===== src/hw/adc_serial_pkg.sv =====
// shared constants and carriers for the converter serial readout
package adc_serial_pkg;

  // core clock
  localparam int CLK_PERIOD_NS = 20;
  localparam int CLK_HZ        = 50000000;

  // frame layout: status flag then result bits
  localparam int FRAME_BITS = 24;
  localparam int RESULT_W   = FRAME_BITS - 1;
  localparam int FIFO_DEPTH = 8;

  // internal serial clock is the core clock divided by eight
  localparam int SCK_DIV  = 8;
  localparam int SCK_HALF = SCK_DIV / 2;

  // power-on reset length
  localparam int POR_TIME_NS = 500000;
  localparam int POR_CYCLES  = POR_TIME_NS / CLK_PERIOD_NS;

  // status test delay on the internal oscillator (least time, round up)
  localparam int STATUS_TEST_DELAY_NS = 23000;
  localparam int STATUS_TEST_CYCLES   =
    (STATUS_TEST_DELAY_NS + CLK_PERIOD_NS - 1) / CLK_PERIOD_NS;

  // status test delay on an external oscillator: 3.6 periods
  localparam int EXT_OSC_PERIODS_X10 = 36;
  localparam int EXT_OSC_HZ_DEFAULT  = 307200;

  localparam int DLY_W = 12;

  // serial clock source selection
  typedef enum logic [1:0] {
    MODE_EXT        = 2'b00,
    MODE_INT_SINGLE = 2'b01,
    MODE_INT_CONT   = 2'b11
  } clk_mode_t;

  // readout sequence, gray coded along convert-sleep-test-output
  typedef enum logic [1:0] {
    ST_CONVERT = 2'b00,
    ST_SLEEP   = 2'b01,
    ST_TEST    = 2'b11,
    ST_OUTPUT  = 2'b10
  } rd_state_t;

  // pin drive group
  typedef struct packed {
    logic sck;
    logic sck_oe;
    logic sck_pullup;
    logic sdo;
    logic sdo_oe;
  } pin_out_t;

endpackage


===== src/hw/adc_result_fifo.sv =====
// result buffer between the converter core and the serial readout
`timescale 1ns/1ps
module adc_result_fifo #(
  parameter int WIDTH = 23,
  parameter int DEPTH = 8
) (
  input  wire logic             i_core_clk,
  input  wire logic             i_reset,
  input  wire logic             i_in_valid,
  output logic                  o_in_ready,
  input  wire logic [WIDTH-1:0] i_in_data,
  output logic                  o_out_valid,
  input  wire logic             i_out_ready,
  output logic      [WIDTH-1:0] o_out_data
);
  localparam int AW = (DEPTH > 1) ? $clog2(DEPTH) : 1;
  localparam int CW = $clog2(DEPTH + 1);
  localparam logic [CW-1:0] DEPTH_C = CW'(DEPTH);
  localparam logic [AW-1:0] LAST_C  = AW'(DEPTH - 1);

  logic [WIDTH-1:0] mem_r [DEPTH];
  logic [AW-1:0]    wr_ptr_r;
  logic [AW-1:0]    rd_ptr_r;
  logic [CW-1:0]    count_r;
  logic [CW-1:0]    count_nxt;
  logic             ready_r;

  wire push = i_in_valid & ready_r;
  wire pop  = i_out_ready & (count_r != '0);

  assign count_nxt   = count_r + CW'(push) - CW'(pop);
  assign o_in_ready  = ready_r;
  assign o_out_valid = (count_r != '0);
  assign o_out_data  = mem_r[rd_ptr_r];

  always_ff @(posedge i_core_clk or posedge i_reset)
    if (i_reset)
    begin
      wr_ptr_r <= '0;
      rd_ptr_r <= '0;
      count_r  <= '0;
      ready_r  <= 1'b1;
    end
    else
    begin
      if (push)
        wr_ptr_r <= (wr_ptr_r == LAST_C) ? '0 : wr_ptr_r + 1'b1;
      if (pop)
        rd_ptr_r <= (rd_ptr_r == LAST_C) ? '0 : rd_ptr_r + 1'b1;
      count_r <= count_nxt;
      ready_r <= (count_nxt != DEPTH_C);
    end

  always_ff @(posedge i_core_clk)
    if (push)
      mem_r[wr_ptr_r] <= i_in_data;

endmodule


===== src/hw/adc_serial_readout.sv =====
// serial readout of the delta-sigma converter: clock mode, status flag, frame
`timescale 1ns/1ps
module adc_serial_readout #(
  parameter int POR_CYCLES = adc_serial_pkg::POR_CYCLES,
  parameter int EXT_OSC_HZ = adc_serial_pkg::EXT_OSC_HZ_DEFAULT,
  parameter int RESULT_W   = adc_serial_pkg::RESULT_W,
  parameter int FIFO_DEPTH = adc_serial_pkg::FIFO_DEPTH
) (
  input  wire logic                    i_core_clk,
  input  wire logic                    i_reset,
  input  wire logic                    i_cs_n,
  input  wire logic                    i_sck,
  input  wire logic                    i_ext_osc,
  input  wire logic                    i_result_valid,
  input  wire logic [RESULT_W-1:0]     i_result_data,
  output logic                         o_result_ready,
  output logic                         o_conv_start,
  output logic                         o_eoc,
  output adc_serial_pkg::clk_mode_t    o_clk_mode,
  output adc_serial_pkg::pin_out_t     o_pins
);
  localparam int PCW = $clog2(POR_CYCLES + 1);
  localparam logic [PCW-1:0] POR_LAST = PCW'(POR_CYCLES - 1);

  localparam int BCW = $clog2(adc_serial_pkg::FRAME_BITS + 1);
  localparam logic [BCW-1:0] FRAME_C = BCW'(adc_serial_pkg::FRAME_BITS);

  localparam int PHW = $clog2(adc_serial_pkg::SCK_HALF);
  localparam logic [PHW-1:0] PH_LAST = PHW'(adc_serial_pkg::SCK_HALF - 1);

  localparam int DW = adc_serial_pkg::DLY_W;
  localparam int EXT_DLY_CYC =
    (adc_serial_pkg::EXT_OSC_PERIODS_X10 * (adc_serial_pkg::CLK_HZ / 10)
     + EXT_OSC_HZ - 1) / EXT_OSC_HZ;
  localparam logic [DW-1:0] INT_DLY_C =
    DW'(adc_serial_pkg::STATUS_TEST_CYCLES - 1);
  localparam logic [DW-1:0] EXT_DLY_C  = DW'(EXT_DLY_CYC - 1);
  localparam logic [DW-1:0] HALF_DLY_C = DW'(adc_serial_pkg::SCK_HALF - 1);

  // true when the mode generates the serial clock itself
  function automatic logic is_internal(input adc_serial_pkg::clk_mode_t m);
    return m != adc_serial_pkg::MODE_EXT;
  endfunction

  // shift register after its top bit has left on the data pin
  function automatic logic [RESULT_W-1:0] shift_once(
    input logic [RESULT_W-1:0] v
  );
    return {v[RESULT_W-2:0], 1'b0};
  endfunction

  // state
  adc_serial_pkg::rd_state_t state_r, state_nxt;
  adc_serial_pkg::clk_mode_t mode_r,  mode_nxt;
  adc_serial_pkg::pin_out_t  pins_r,  pins_nxt;
  logic [PCW-1:0]      por_cnt_r;
  logic                por_active_r;
  logic                cs_q_r;
  logic                sck_q_r;
  logic [RESULT_W-1:0] shreg_r,   shreg_nxt;
  logic [BCW-1:0]      bit_cnt_r, bit_cnt_nxt;
  logic [PHW-1:0]      ph_r,      ph_nxt;
  logic [DW-1:0]       dly_r,     dly_nxt;
  logic                start_r,   start_nxt;
  logic                pop;

  // buffer output
  logic                fifo_valid;
  logic [RESULT_W-1:0] fifo_data;

  // pin edge detection
  wire cs_fall  = cs_q_r & ~i_cs_n;
  wire cs_rise  = ~cs_q_r & i_cs_n;
  wire ext_rise = ~sck_q_r & i_sck;
  wire ext_fall = sck_q_r & ~i_sck;
  wire por_end  = por_active_r & (por_cnt_r == POR_LAST);

  // clock source picked at a select falling edge or at reset end
  wire adc_serial_pkg::clk_mode_t cs_sel_mode = i_sck ?
    adc_serial_pkg::MODE_INT_SINGLE : adc_serial_pkg::MODE_EXT;
  wire adc_serial_pkg::clk_mode_t por_sel_mode = i_sck ?
    adc_serial_pkg::MODE_INT_CONT : adc_serial_pkg::MODE_EXT;

  // status test length depends on oscillator source
  wire [DW-1:0] test_dly = i_ext_osc ? EXT_DLY_C : INT_DLY_C;

  wire single_mode = (mode_nxt == adc_serial_pkg::MODE_INT_SINGLE);
  wire cont_mode   = (mode_nxt == adc_serial_pkg::MODE_INT_CONT);

  // pin enables and pull-up decoded ahead of the output register
  wire sdo_oe_nxt = !i_cs_n && !por_active_r;
  wire sck_oe_nxt = !por_active_r &&
    (cont_mode || (single_mode && !i_cs_n));
  wire pullup_nxt = por_active_r || i_sck ||
    (cs_rise && state_r == adc_serial_pkg::ST_TEST);

  // frame end and bit decodes
  wire ext_last_fall = ext_fall && (bit_cnt_r == FRAME_C);
  wire int_last_rise = (bit_cnt_r + 1'b1 == FRAME_C);
  wire ph_tick       = (ph_r == PH_LAST);
  wire shreg_msb     = shreg_r[RESULT_W-1];

  adc_result_fifo #(
    .WIDTH (RESULT_W),
    .DEPTH (FIFO_DEPTH)
  ) u_fifo (
    .i_core_clk  (i_core_clk),
    .i_reset     (i_reset),
    .i_in_valid  (i_result_valid),
    .o_in_ready  (o_result_ready),
    .i_in_data   (i_result_data),
    .o_out_valid (fifo_valid),
    .i_out_ready (pop),
    .o_out_data  (fifo_data)
  );

  // mode reselection
  always_comb
  begin
    mode_nxt = mode_r;
    if (por_end)
      mode_nxt = por_sel_mode;
    else if (!por_active_r && cs_fall)
      mode_nxt = cs_sel_mode;
  end

  // readout sequence
  always_comb
  begin
    state_nxt   = state_r;
    shreg_nxt   = shreg_r;
    bit_cnt_nxt = bit_cnt_r;
    ph_nxt      = ph_r;
    dly_nxt     = dly_r;
    start_nxt   = 1'b0;
    pop         = 1'b0;
    pins_nxt    = pins_r;
    if (por_active_r)
    begin
      state_nxt    = adc_serial_pkg::ST_CONVERT;
      pins_nxt.sck = 1'b1;
      pins_nxt.sdo = 1'b1;
      start_nxt    = por_end;
    end
    else
    begin
      unique case (state_r)
        adc_serial_pkg::ST_CONVERT:
        begin
          pins_nxt.sdo = 1'b1;
          if (cont_mode)
            pins_nxt.sck = 1'b1;
          else if (single_mode && cs_fall)
            pins_nxt.sck = 1'b0;
          if (fifo_valid)
          begin
            pop          = 1'b1;
            shreg_nxt    = fifo_data;
            pins_nxt.sdo = 1'b0;
            if (cont_mode)
            begin
              pins_nxt.sck = 1'b0;
              dly_nxt      = HALF_DLY_C;
              state_nxt    = adc_serial_pkg::ST_TEST;
            end
            else if (single_mode && !i_cs_n)
            begin
              pins_nxt.sck = 1'b0;
              dly_nxt      = test_dly;
              state_nxt    = adc_serial_pkg::ST_TEST;
            end
            else
              state_nxt = adc_serial_pkg::ST_SLEEP;
          end
        end
        adc_serial_pkg::ST_SLEEP:
        begin
          pins_nxt.sdo = 1'b0;
          if (cs_fall && cs_sel_mode == adc_serial_pkg::MODE_INT_SINGLE)
          begin
            pins_nxt.sck = 1'b0;
            dly_nxt      = test_dly;
            state_nxt    = adc_serial_pkg::ST_TEST;
          end
          else if (cont_mode)
          begin
            pins_nxt.sck = 1'b0;
            dly_nxt      = HALF_DLY_C;
            state_nxt    = adc_serial_pkg::ST_TEST;
          end
          else if (!is_internal(mode_nxt) && !i_cs_n && ext_rise)
          begin
            bit_cnt_nxt = BCW'(1);
            state_nxt   = adc_serial_pkg::ST_OUTPUT;
          end
        end
        adc_serial_pkg::ST_TEST:
        begin
          pins_nxt.sdo = 1'b0;
          pins_nxt.sck = 1'b0;
          if (single_mode && i_cs_n)
            state_nxt = adc_serial_pkg::ST_SLEEP;
          else if (dly_r == '0)
          begin
            pins_nxt.sck = 1'b1;
            bit_cnt_nxt  = BCW'(1);
            ph_nxt       = '0;
            state_nxt    = adc_serial_pkg::ST_OUTPUT;
          end
          else
            dly_nxt = dly_r - 1'b1;
        end
        adc_serial_pkg::ST_OUTPUT:
        begin
          if (cs_rise)
          begin
            pins_nxt.sdo = 1'b1;
            start_nxt    = 1'b1;
            state_nxt    = adc_serial_pkg::ST_CONVERT;
          end
          else if (!is_internal(mode_nxt))
          begin
            if (ext_rise && bit_cnt_r != FRAME_C)
              bit_cnt_nxt = bit_cnt_r + 1'b1;
            if (ext_last_fall)
            begin
              pins_nxt.sdo = 1'b1;
              start_nxt    = 1'b1;
              state_nxt    = adc_serial_pkg::ST_CONVERT;
            end
            else if (ext_fall)
            begin
              pins_nxt.sdo = shreg_msb;
              shreg_nxt    = shift_once(shreg_r);
            end
          end
          else if (!ph_tick)
            ph_nxt = ph_r + 1'b1;
          else
          begin
            ph_nxt = '0;
            if (pins_r.sck)
            begin
              pins_nxt.sck = 1'b0;
              pins_nxt.sdo = shreg_msb;
              shreg_nxt    = shift_once(shreg_r);
            end
            else
            begin
              pins_nxt.sck = 1'b1;
              bit_cnt_nxt  = bit_cnt_r + 1'b1;
              if (int_last_rise)
              begin
                start_nxt = 1'b1;
                state_nxt = adc_serial_pkg::ST_CONVERT;
              end
            end
          end
        end
      endcase
    end
    pins_nxt.sdo_oe     = sdo_oe_nxt;
    pins_nxt.sck_oe     = sck_oe_nxt;
    pins_nxt.sck_pullup = pullup_nxt;
  end

  // power-on reset timer
  always_ff @(posedge i_core_clk or posedge i_reset)
    if (i_reset)
    begin
      por_cnt_r    <= '0;
      por_active_r <= 1'b1;
    end
    else if (por_active_r)
    begin
      por_cnt_r    <= por_cnt_r + 1'b1;
      por_active_r <= !por_end;
    end

  // pin history and mode
  always_ff @(posedge i_core_clk or posedge i_reset)
    if (i_reset)
    begin
      cs_q_r  <= 1'b1;
      sck_q_r <= 1'b1;
      mode_r  <= adc_serial_pkg::MODE_INT_CONT;
    end
    else
    begin
      cs_q_r  <= i_cs_n;
      sck_q_r <= i_sck;
      mode_r  <= mode_nxt;
    end

  // sequence registers
  always_ff @(posedge i_core_clk or posedge i_reset)
    if (i_reset)
    begin
      state_r   <= adc_serial_pkg::ST_CONVERT;
      shreg_r   <= '0;
      bit_cnt_r <= '0;
    end
    else
    begin
      state_r   <= state_nxt;
      shreg_r   <= shreg_nxt;
      bit_cnt_r <= bit_cnt_nxt;
    end

  // clock phase, delay timer and conversion start
  always_ff @(posedge i_core_clk or posedge i_reset)
    if (i_reset)
    begin
      ph_r    <= '0;
      dly_r   <= '0;
      start_r <= 1'b0;
    end
    else
    begin
      ph_r    <= ph_nxt;
      dly_r   <= dly_nxt;
      start_r <= start_nxt;
    end

  // output registers
  always_ff @(posedge i_core_clk or posedge i_reset)
    if (i_reset)
    begin
      pins_r     <= '{sck: 1'b1, sck_oe: 1'b0, sck_pullup: 1'b1,
                      sdo: 1'b1, sdo_oe: 1'b0};
      o_eoc      <= 1'b1;
      o_clk_mode <= adc_serial_pkg::MODE_INT_CONT;
    end
    else
    begin
      pins_r     <= pins_nxt;
      o_eoc      <= (state_nxt == adc_serial_pkg::ST_CONVERT);
      o_clk_mode <= mode_nxt;
    end

  assign o_pins       = pins_r;
  assign o_conv_start = start_r;

endmodule


===== config.mk =====
export PLATFORM = sky130hd
export DESIGN_NAME = adc_serial_readout
export DESIGN_NICKNAME = d
export VERILOG_FILES = /design/src/hw/adc_serial_pkg.sv /design/src/hw/adc_result_fifo.sv /design/src/hw/adc_serial_readout.sv
export SDC_FILE = /design/constraint.sdc
export NUM_CORES = 1
export LEC_CHECK = 0
export ABC_AREA = 1
export BUFFER_PORTS_ARGS = -buffer_cell sky130_fd_sc_hd__buf_2
export CORE_ASPECT_RATIO = 0.6
export CORE_UTILIZATION = 65
export CTS_CLUSTER_SIZE = 16
export DETAILED_ROUTE_END_ITERATION = 8
export PLACE_DENSITY = 0.81
export SLEW_MARGIN = 20
export SYNTH_ARGS = -nofsm -noshare
export SYNTH_HDL_FRONTEND = slang
export SYNTH_SLANG_ARGS = --single-unit

===== constraint.sdc =====
create_clock -name i_core_clk -period 4 [get_ports i_core_clk]
set_clock_uncertainty 0.1 [all_clocks]
set_input_delay 0.4 -clock i_core_clk [delete_from_list [all_inputs] [get_ports i_core_clk]]
set_output_delay 0.4 -clock i_core_clk [all_outputs]
set_load 0.01 [all_outputs]

==> key figures, run 1 <==
Run status
  • Status: finished, final reports clean

Detailed routing
  • Starting DRC count in detailed routing: 864
  • DRC violation count after routing: 0
  • Via Count: 8278
  • DR WL/cell: 17.5 um
  • Vias per inst: 5.85
  • Post-Route WL: 24700 um
  • Pre-antenna DRT Iters: 5
  • DRT antenna net count: 0

Logic synthesis
  • Most frequent cell after synthesis: nand2_1
  • Synth top area cells: edfxtp_1 47%, dfrtp_1 15%, nand2_1 7.3%
  • Synthesized area per cell: 10.4 um^2
  • Syn Std Cell Area: 11700 um^2
  • Synth Area in Simple Gates: 18.1%
  • Synth Area in Adders: 1.67%
  • Combinational family with the most area after synthesis: simple AND/OR/NAND/NOR gates
  • Post-synth top area cell: edfxtp_1
  • Sequential-to-total area share from yosys stat: 64.9%
  • Post-synth top flop: edfxtp_1
  • Share of the synthesized area in the top cell type: 47.3%
  • Number of flops mapped to enable cells by yosys: 184
  • Synth cell count leaders: 226 x nand2_1, 184 x edfxtp_1, 178 x nor2_1
  • Mapped Cells: 1129
  • Synth Area in Compound Gates: 9.47%
  • Synth Warn #: 0
  • Post-Syn Nets: 1173
  • Mux contribution to synthesized area: 0%
  • Synth Area in XOR/XNOR: 1.57%
  • Fraction of registers with async set/reset: 30.8%
  • Synth cell types: 37
  • Flop and latch count out of synthesis: 266

Timing
  • Tmin final: 3020 ps
  • Final hold vios: 0
  • Setup TNS: 0 ps
  • Worst-Margin Slew: 969 ps
  • Slew Viols, Final: 0
  • Period utilization: 75.5%
  • Worst slew margin: 35.3%
  • Max Fclk: 0.331 GHz
  • Worst hold margin: 46.3 ps
  • RSZ-0062 raised after global routing: false
  • Worst Setup Slack, final: 982 ps
  • Endpoints failing setup: 0

Setup path
  • CP max stage delay: 660 ps
  • Worst-path fanout max: 7
  • Setup CP Type: reg -> reg
  • CP Data Required Time: 4340 ps
  • Worst path cell trace: inv_1 -> ha_1 -> nand3_1 -> inv_1 -> nor4_1 -> ha_1 -> inv_1 -> ha_1 -> inv_1 -> fa_1 -> inv_1 -> nor3_1 -> nand2_1
  • Worst Path Buf+Inv: 5
  • CP Launch Type: flop
  • Arrival @ worst endpoint: 3360 ps
  • Crit end category: flop
  • Crit-path most repeated cell: inv_1
  • Crit-path slowest cell: nor4_1
  • Critical path's top delay family: adder cells

Clocking
  • Later-pin clock latency in the skew report: 520 ps
  • CTS max path bufs: 3
  • Htree depth: 1
  • Clock tree root driver cell: clkbuf_16
  • Inserted Clock Buffers: 23
  • PostCTS Resize Cnt: 0
  • Post-CTS Setup Bufs: 0
  • # clock sinks: 266
  • Clock transition at the registers of the reported paths: 70 ps
  • Hold buffers post-CTS: 3
  • CTS tree: done

Layout
  • P&R area growth vs syn: 11.1%
  • Non-filler instance count after layout: 1415
  • ANT cells: 0
  • Final net count: 1208
  • Layout cell share with drive strength beyond 1: 12.0%
  • Finished Cell Area: 13000 um^2
  • Final core utilization: 74.8%

Placement
  • Placed insts: 1370
  • IO buf count: 38
  • Dpl hpwl: 14700 um
  • Final weighted congestion in routability-driven placement: 0.905
  • Dpl cell area: 12100 um^2
  • Place WS: 992 ps

Global route
  • Initial antenna violation count: 0
  • Vias in the first global route: 7805
  • Grt ovf: 0
  • First-pass GRT wire length: 40200 um
  • Largest net degree at the start of global routing: 95
  • GRT Util Overall: 27.9%

Die
  • Initial Utilization: 67.3%
  • Core Area: 17400 um^2
  • I/O pins: 39
  • Die X: 175 um
  • Die Y-Extent: 106 um
  • Die area: 18500 um^2
  • Row Count: 37

Pwr
  • Highest ir drop seen on vdd: 0.000522 V
  • Power density cells: 721 nW/um^2
  • Pwr Total: 9.36 mW
  • Static Leak: 5.27 nW

Job
  • Max-cap viol count: 0

Min path
  • HP Class: in -> reg
flip-flops by register name, summed over array words and instances, names as in the netlist:
name and flops:
por_active_r 1, u_fifo.wr_ptr_r 3, o_conv_start 1, u_fifo.count_r 4
ph_r 2, u_fifo.rd_ptr_r 3, o_pins 5, bit_cnt_r 5
por_cnt_r 15, dly_r 12, u_fifo.mem_r 184, cs_q_r 1
shreg_r 23, u_fifo.o_in_ready 1, state_r 2, o_clk_mode 2
o_eoc 1, sck_q_r 1
layout by cell type (no fill, tap or decap), drive strengths merged:
cell type	count
nand2	233
edfxtp	184
nor2	183
o21ai	115
inv	75
dfrtp	72
buf	58
nand3	51
o22ai	46
clkbuf	28
a31oi	23
xor2	16
ha	14
nand4	13
nor3	12
a21oi	11
dfstp	10
clkinv	7
xnor2	5
o211ai	5
bufinv	5
nor4	4
dlygate4sd3	3
or2	2
nor3b	2
nand3b	1
a211oi	1
fa	1
clkinvlp	1
routing by layer:
metal,global-route usage [%],vias up,share of wire [%]
li1,-,3943,-
met2,40.8,357,44
met1,43.5,3942,46
met3,4.91,36,8.0
met4,6.83,0,1.5
met5,0,-,0
final cells by class:
cell class,count,area [um^2]
inverters,74,279
fillers,1157,4380
flip-flops and latches,266,7590
repair buffers,61,383
well taps,234,293
multi-input cells,738,3620
clock buffers,28,614
clock inverters,14,201
path summary, 6_finish.rpt:
check / depth (start not counted) / slack, ps / startpoint / end
max: 13 / 980 / u_fifo.count_r[2]$_DFF_PP0_ / u_fifo.o_in_ready$_DFF_PP1_
min: 1 / 50 / i_result_data[0] / u_fifo.mem_r[5][0]$_DFFE_PP_
max reg2reg: 13 / 980 / u_fifo.count_r[2]$_DFF_PP0_ / u_fifo.o_in_ready$_DFF_PP1_
min reg2reg: 2 / 370 / o_pins[1]$_DFFE_PP1P_ / o_pins[1]$_DFFE_PP1P_
max in group asynchronous: 4 / 2660 / i_reset / u_fifo.o_in_ready$_DFF_PP1_
min in group asynchronous: 3 / 350 / i_reset / por_cnt_r[11]$_DFFE_PP0P_
where the power goes:
| group | switching [mW] | total, mW | internal [mW] |
|---|---|---|---|
| Combinational | 2.21 | 3.22 | 1.01 |
| Sequential | 0.242 | 3.74 | 3.50 |
| Clock | 0.973 | 2.39 | 1.42 |
| Total | 3.42 | 9.36 | 5.93 |
cells by family after synthesis:
| family | count (synthesis) |
|---|---|
| and+or+nand+nor | 501 |
| DFF | 266 |
| AOI/OAI and AO/OA | 201 |
| buffers and inverters | 125 |
| xor gates and xnor gates | 21 |
| adders and majority gates | 15 |
worst register-to-register path, stage by stage, from the launching register on:
cell     delay [ps]
dfrtp_1         320
inv_1            60
ha_1            200
nand3_1          80
inv_1            60
nor4_1          660
ha_1            370
inv_1            70
ha_1            160
inv_1            60
fa_1            490
inv_1            50
nor3_1          180
nand2_1          80
Note: power is estimated with default switching activity, not from simulation.
==> inputs of run 2 (changes only) <==
CORE_UTILIZATION = 56   (was 65)
PLACE_DENSITY = 0.74   (was 0.81)
clock period = 2.5 ns   (was 4 ns; I/O delays follow)
==> run 2 against run 1 <==
  * Combinational power rose by 75%
  * Design area up 3.8%
  * Clock power increased by 43%
  * Non-clock buffer count is 49 higher
  * Largest power group unchanged
  * Highest routed layer unchanged
==> key figures, run 2 (synthesized netlist as in run 1, its figures left out) <==
Run status
  • Status: finished, final reports clean

Placement
  • Final weighted congestion in routability-driven placement: 0.909
  • IO buf count: 38
  • Place WS: 77.9 ps
  • Dpl hpwl: 15700 um

Setup path
  • Crit end category: flop
  • RR Endpoint: u_fifo.o_in_ready$_DFF_PP1_
  • CP Data Required Time: 2850 ps
  • Setup CP Type: reg -> reg
  • R2R cell count: 13
  • Arrival @ worst endpoint: 2820 ps
  • CP Launch Type: flop
  • Worst R2R Setup Slack: 20 ps
  • Worst r2r src: u_fifo.count_r[3]$_DFF_PP0_
  • Worst-path fanout max: 2

Layout
  • Commonest cells after routing, fill and taps aside: 226 x nand2_1, 184 x edfxtp_1, 169 x nor2_1
  • Top Registers: u_fifo.mem_r (184), shreg_r (23), por_cnt_r (15)
  • Storage cell area: 7590 um^2
  • Max FFs per register: 184
  • Final net count: 1258
  • Commonest non-fill, non-tap cell in the layout: nand2_1
  • ANT cells: 0
  • Area of the multi-input gates: 3670 um^2
  • Layout cell share with drive strength beyond 1: 14.4%
  • # fillers: 1556
  • P&R area growth vs syn: 15.3%
  • Largest Register: u_fifo.mem_r

Pwr
  • Clock share of power: 22.7%
  • Static Leak: 5.47 nW
  • Internal power: 9.41 mW
  • Pwr Total: 15.0 mW
  • Power density cells: 1120 nW/um^2
  • Switching Fraction: 37.4%
  • Highest ir drop seen on vdd: 0.000682 V
  • Power share of the combinational group: 37.5%
  • Psw: 5.63 mW
  • Seq pwr share: 39.8%

Timing
  • Tmin final: 2480 ps
  • Worst-Margin Slew: 462 ps
  • Worst slew margin: 69.2%
  • Period utilization: 99.0%
  • Endpoints failing setup: 0
  • Slew Viols, Final: 0
  • RSZ-0062 raised after global routing: true
  • Worst Setup Slack, final: 24.8 ps
  • Max Fclk: 0.404 GHz
  • Final hold vios: 0

Die
  • Row Count: 40
  • Die area: 21500 um^2
  • Initial Utilization: 57.8%
  • Die Y-Extent: 114 um
  • Core Area: 20200 um^2
  • Die X: 189 um
  • I/O pins: 39

Detailed routing
  • Post-Route WL: 25900 um
  • Pre-antenna DRT Iters: 5
  • Via Count: 8455
  • DRT antenna net count: 0
  • DR WL/cell: 17.2 um
  • Starting DRC count in detailed routing: 897
  • DRC violation count after routing: 0
  • Vias per inst: 5.62

Min path
  • HP Class: in -> reg
  • Worst Hold End: u_fifo.wr_ptr_r[0]$_DFFE_PP0P_
  • Hold Path Depth: 4
  • HP Start: i_result_valid

Clocking
  • Htree depth: 1
  • Clock transition at the registers of the reported paths: 70 ps
  • # clock sinks: 266
  • CTS tree: done
  • Inserted Clock Buffers: 24
  • Clock tree root driver cell: clkbuf_16
  • Later-pin clock latency in the skew report: 530 ps
  • CTS max path bufs: 3

Global route
  • Vias in the first global route: 7825
  • Grt ovf: 0
  • Largest net degree at the start of global routing: 42
  • First-pass GRT wire length: 41100 um
  • Initial antenna violation count: 0
  • GRT Util Overall: 24.5%

Job
  • Max-cap viol count: 0
[run 2: how the worst max path moves through the flow]
stage                                     start                     endpoint  slack, ps  cells past startpoint
floorplan                               i_reset     bit_cnt_r[0]$_DFFE_PP0P_         60                      1
global placement    u_fifo.count_r[2]$_DFF_PP0_  u_fifo.o_in_ready$_DFF_PP1_        160                     13
detailed placement  u_fifo.count_r[2]$_DFF_PP0_  u_fifo.o_in_ready$_DFF_PP1_         80                     13
CTS                 u_fifo.count_r[2]$_DFF_PP0_  u_fifo.o_in_ready$_DFF_PP1_         30                     13
global route        u_fifo.count_r[3]$_DFF_PP0_  u_fifo.o_in_ready$_DFF_PP1_       -120                     13
finish              u_fifo.count_r[3]$_DFF_PP0_  u_fifo.o_in_ready$_DFF_PP1_         20                     13
[run 2: critical path, stage by stage (launching register included)]
cell	delay, ps
dfrtp_1	350
inv_2	50
ha_4	150
nand3_2	70
inv_2	50
nor4_4	270
ha_1	290
inv_1	80
ha_2	180
inv_2	40
fa_1	510
inv_2	50
nor3_2	150
nand2_1	70
[run 2: layout make-up]
type | instances | area share (%)
repair buffers | 110 | 6.48
multi-input cells | 738 | 27.2
clock inverters | 12 | 0.483
inverters | 74 | 2.07
clock buffers | 32 | 4.90
well taps | 273 | 2.53
flip-flops and latches | 266 | 56.3
[run 2: repair_timing]
| action | 4_1_cts | 5_1_grt |
|---|---|---|
| setup endpoints to repair | 0 | 17 |
| hold buffers | 27 | 0 |
| hold endpoints to repair | 243 | 0 |
| resized for setup | 0 | 12 |
| setup buffers | 0 | 1 |
[run 2: through the flow]
step	utilization (%)	instance area [um^2]	hold WS [ps]	cells	setup TNS (ps)
2_1_floorplan	-	11700	154	1129	0
3_3_place_gp	61.5	12400	157	1433	0
3_5_place_dp	61.5	12400	157	1433	0
4_1_cts	66.5	13400	5.64	1504	0
5_1_grt	66.7	13500	32.6	1505	-126
6_report	66.7	13500	14.9	1505	0
[run 2: routing by layer]
| metal | global-route usage [%] | vias to the layer above | share of wire [%] | routed length, um |
|---|---|---|---|---|
| met2 | 35.6 | 343 | 42 | 10800 |
| met4 | 6.18 | 0 | 1.9 | 488 |
| met1 | 38.3 | 4009 | 48 | 12400 |
| met3 | 4.25 | 46 | 8.4 | 2170 |
| met5 | 0 | - | 0 | 0 |
| li1 | - | 4057 | - | - |
[run 2: power groups by stage]
stage / sequential (mW) / clock (mW) / combinational (mW)
6_report: 5.99 / 3.42 / 5.63
5_1_grt: 6.06 / 3.65 / 6.30
4_1_cts: 5.97 / 3.47 / 5.52
3_5_place_dp: 6.06 / 0 / 5.44
3_3_place_gp: 6.03 / 0 / 5.30
2_1_floorplan: 5.99 / 0 / 3.78
==> inputs of run 3 (changes only) <==
ABC_AREA = not set   (was 1)
==> run 3 against run 2 <==
  * Clock power grew 7.3%
  * Worst setup slack lost 160 ps
  * Power grew 6.3%
  * Non-clock buffer count grew 44
  * Sequential power grew 4.0%
  * Sequential share of layout area shrank 2.6 points
  * Via count shrank 17%
  * Die area shrank 2.3%
  * The flow now finishes with violations (setup timing)
  * Combinational power grew 8.2%
  * Register-to-register slack lost 160 ps
  * Critical endpoint unchanged
==> key figures, run 3 <==
Clocking
  • Later-pin clock latency in the skew report: 510 ps
  • CTS max path bufs: 3
  • Inserted Clock Buffers: 25
  • Clock transition at the registers of the reported paths: 60 ps
  • CTS tree: done
  • Htree depth: 1
  • Clock tree root driver cell: clkbuf_16
  • # clock sinks: 266

Placement
  • Dpl cell area: 12500 um^2
  • Place WS: -219 ps
  • Final weighted congestion in routability-driven placement: 0.921
  • IO buf count: 38
  • Dpl hpwl: 14700 um

Logic synthesis
  • Synth Area in Compound Gates: 5.90%
  • Synth cell count leaders: 184 x edfxtp_1, 72 x dfrtp_1, 57 x nand2_1
  • Synth Area in Simple Gates: 7.74%
  • Synth Area in XOR/XNOR: 1.23%
  • Number of flops mapped to enable cells by yosys: 184
  • Synthesized area per cell: 15.7 um^2
  • Sequential-to-total area share from yosys stat: 66.5%
  • Synth top area cells: edfxtp_1 48%, dfrtp_1 16%, mux4_2 9.1%
  • Flop and latch count out of synthesis: 266
  • Synth Area in Adders: 1.71%
  • Share of the synthesized area in the top cell type: 48.4%
  • Post-synth top flop: edfxtp_1
  • Post-Syn Nets: 773
  • Post-synth top area cell: edfxtp_1
  • Most frequent cell after synthesis: edfxtp_1
  • Syn Std Cell Area: 11400 um^2
  • Mux contribution to synthesized area: 15.0%
  • Fraction of registers with async set/reset: 30.8%
  • Mapped Cells: 729
  • Synth cell types: 63
  • Synth Warn #: 0
  • Combinational family with the most area after synthesis: multiplexers

Timing
  • Worst Setup Slack, final: -140 ps
  • Final hold vios: 0
  • Period utilization: 106%
  • Max Fclk: 0.379 GHz
  • Worst slew margin: 46.5%
  • RSZ-0062 raised after global routing: true
  • Worst-Margin Slew: 802 ps
  • Tmin final: 2640 ps
  • Endpoints failing setup: 24
  • Slew Viols, Final: 0

Setup path
  • Setup CP Type: reg -> reg
  • Crit end category: flop
  • Worst Path Buf+Inv: 2
  • CP Launch Type: flop
  • Arrival @ worst endpoint: 2970 ps
  • CP Data Required Time: 2830 ps
  • Critical path's top delay family: simple AND/OR/NAND/NOR gates
  • Crit-path most repeated cell: ha_4
  • CP max stage delay: 490 ps
  • Worst path cell trace: inv_2 -> ha_4 -> and3_4 -> nand2b_4 -> nor2_4 -> ha_4 -> inv_1 -> ha_1 -> a21o_1 -> a21oi_2 -> xor2_1 -> or4b_4
  • Crit-path slowest cell: or4b_4
  • Worst-path fanout max: 2

Global route
  • Initial antenna violation count: 0
  • Vias in the first global route: 6924
  • Grt ovf: 0
  • Largest net degree at the start of global routing: 40
  • First-pass GRT wire length: 38200 um
  • GRT Util Overall: 23.6%

Detailed routing
  • Vias per inst: 5.96
  • DRT antenna net count: 0
  • Starting DRC count in detailed routing: 826
  • Via Count: 6982
  • Post-Route WL: 24800 um
  • DR WL/cell: 21.2 um
  • DRC violation count after routing: 0
  • Pre-antenna DRT Iters: 6

Layout
  • Largest Register: u_fifo.mem_r
  • Finished Cell Area: 14100 um^2
  • Commonest non-fill, non-tap cell in the layout: edfxtp_1
  • P&R area growth vs syn: 23.9%
  • Layout cell share with drive strength beyond 1: 36.9%
  • Max FFs per register: 184
  • Final net count: 924
  • Commonest cells after routing, fill and taps aside: 184 x edfxtp_1, 70 x dfrtp_1, 69 x buf_4
  • ANT cells: 0
  • Top Registers: u_fifo.mem_r (184), shreg_r (23), por_cnt_r (15)
  • # fillers: 1258

Run status
  • Failing checks: setup timing
  • Status: finished with violations

Die
  • Die area: 21000 um^2
  • Row Count: 40
  • Die X: 186 um
  • Initial Utilization: 57.2%
  • I/O pins: 39
  • Die Y-Extent: 113 um
  • Core Area: 20000 um^2

Pwr
  • Power density cells: 1130 nW/um^2
  • Static Leak: 5.33 nW
  • Highest ir drop seen on vdd: 0.000982 V

Min path
  • HP Class: in -> reg

Job
  • Max-cap viol count: 0
-- run 3: cell types whose count changed in the layout (fill, tap and decap cells not counted), moves of 10 or more --
cell,change
a31oi_1,-20
buf_4,+30
buf_6,+10
inv_1,-46
mux2_4,+25
mux2i_1,+24
mux4_2,+46
nand2_1,-171
nand3_1,-36
nor2_1,-140
o21ai_0,-76
o22ai_1,-45
xor2_1,-13
-- run 3: cell families after synthesis --
kind of cell	count (synthesis)
buffers and inverters	50
and+or+nand+nor	172
DFF	266
muxes	102
adders and majority gates	15
xor gates and xnor gates	16
AOI/OAI and AO/OA	108
-- run 3: timing repair --
| item | in CTS | in global routing |
|---|---|---|
| setup buffers | 8 | 12 |
| pin swaps | 6 | 32 |
| hold endpoints to repair | 221 | 0 |
| resized for setup | 23 | 69 |
| cloned | 2 | 2 |
| setup endpoints to repair | 38 | 45 |
| hold buffers | 27 | 0 |
-- run 3: final timing paths --
path	slack, ps	from	cells past startpoint	end
worst max-delay path	-140	u_fifo.count_r[2]$_DFF_PP0_	12	u_fifo.o_in_ready$_DFF_PP1_
worst min-delay path	140	i_result_valid	4	u_fifo.count_r[0]$_DFF_PP0_
worst max register to register	-140	u_fifo.count_r[2]$_DFF_PP0_	12	u_fifo.o_in_ready$_DFF_PP1_
worst min register to register	380	por_cnt_r[14]$_DFFE_PP0P_	1	por_cnt_r[14]$_DFFE_PP0P_
max in group asynchronous	1370	i_reset	4	o_clk_mode[1]$_DFF_PP1_
min in group asynchronous	240	i_reset	3	u_fifo.wr_ptr_r[0]$_DFFE_PP0P_
-- run 3: stage by stage --
step                total power, mW  TNS, ps  instances  util (%)  hold slack (ps)
floorplan                      9.86   -35160        729         -              154
global placement               11.2    -2540       1076      62.7              250
detailed placement             11.5    -3870       1076      62.7              261
CTS                            15.5    -1780       1158      69.0              112
global route                   16.8    -5180       1171      70.8              132
finish                         16.0    -2670       1171      70.8              136
-- run 3: worst reg2reg max path, stage by stage (launching register included) --
cell and delay, ps:
dfrtp_1 340, inv_2 50, ha_4 140, and3_4 140
nand2b_4 150, nor2_4 140, ha_4 150, inv_1 40
ha_1 270, a21o_1 170, a21oi_2 150, xor2_1 230
or4b_4 490
-- run 3: area by class of cell --
cell class	instances	area (um^2)	area share [%]
flip-flops and latches	266	7590	53.7
multi-input cells	413	4020	28.4
clock buffers	33	729	5.16
well taps	273	342	2.41
clock inverters	12	72.6	0.513
inverters	20	78.8	0.557
repair buffers	154	1310	9.23
-- run 3: power breakdown --
part           internal [mW]  switching [mW]
registers               5.64           0.589
clock network           2.06            1.60
logic                   3.10            2.99
-- run 3: routing by layer --
metal	share of wire [%]	global-route usage [%]	vias to the layer above
li1	-	-	3110
met1	46	37.4	3549
met2	45	34.8	280
met3	7.6	3.47	43
met4	1.7	5.12	0
met5	0	0	-
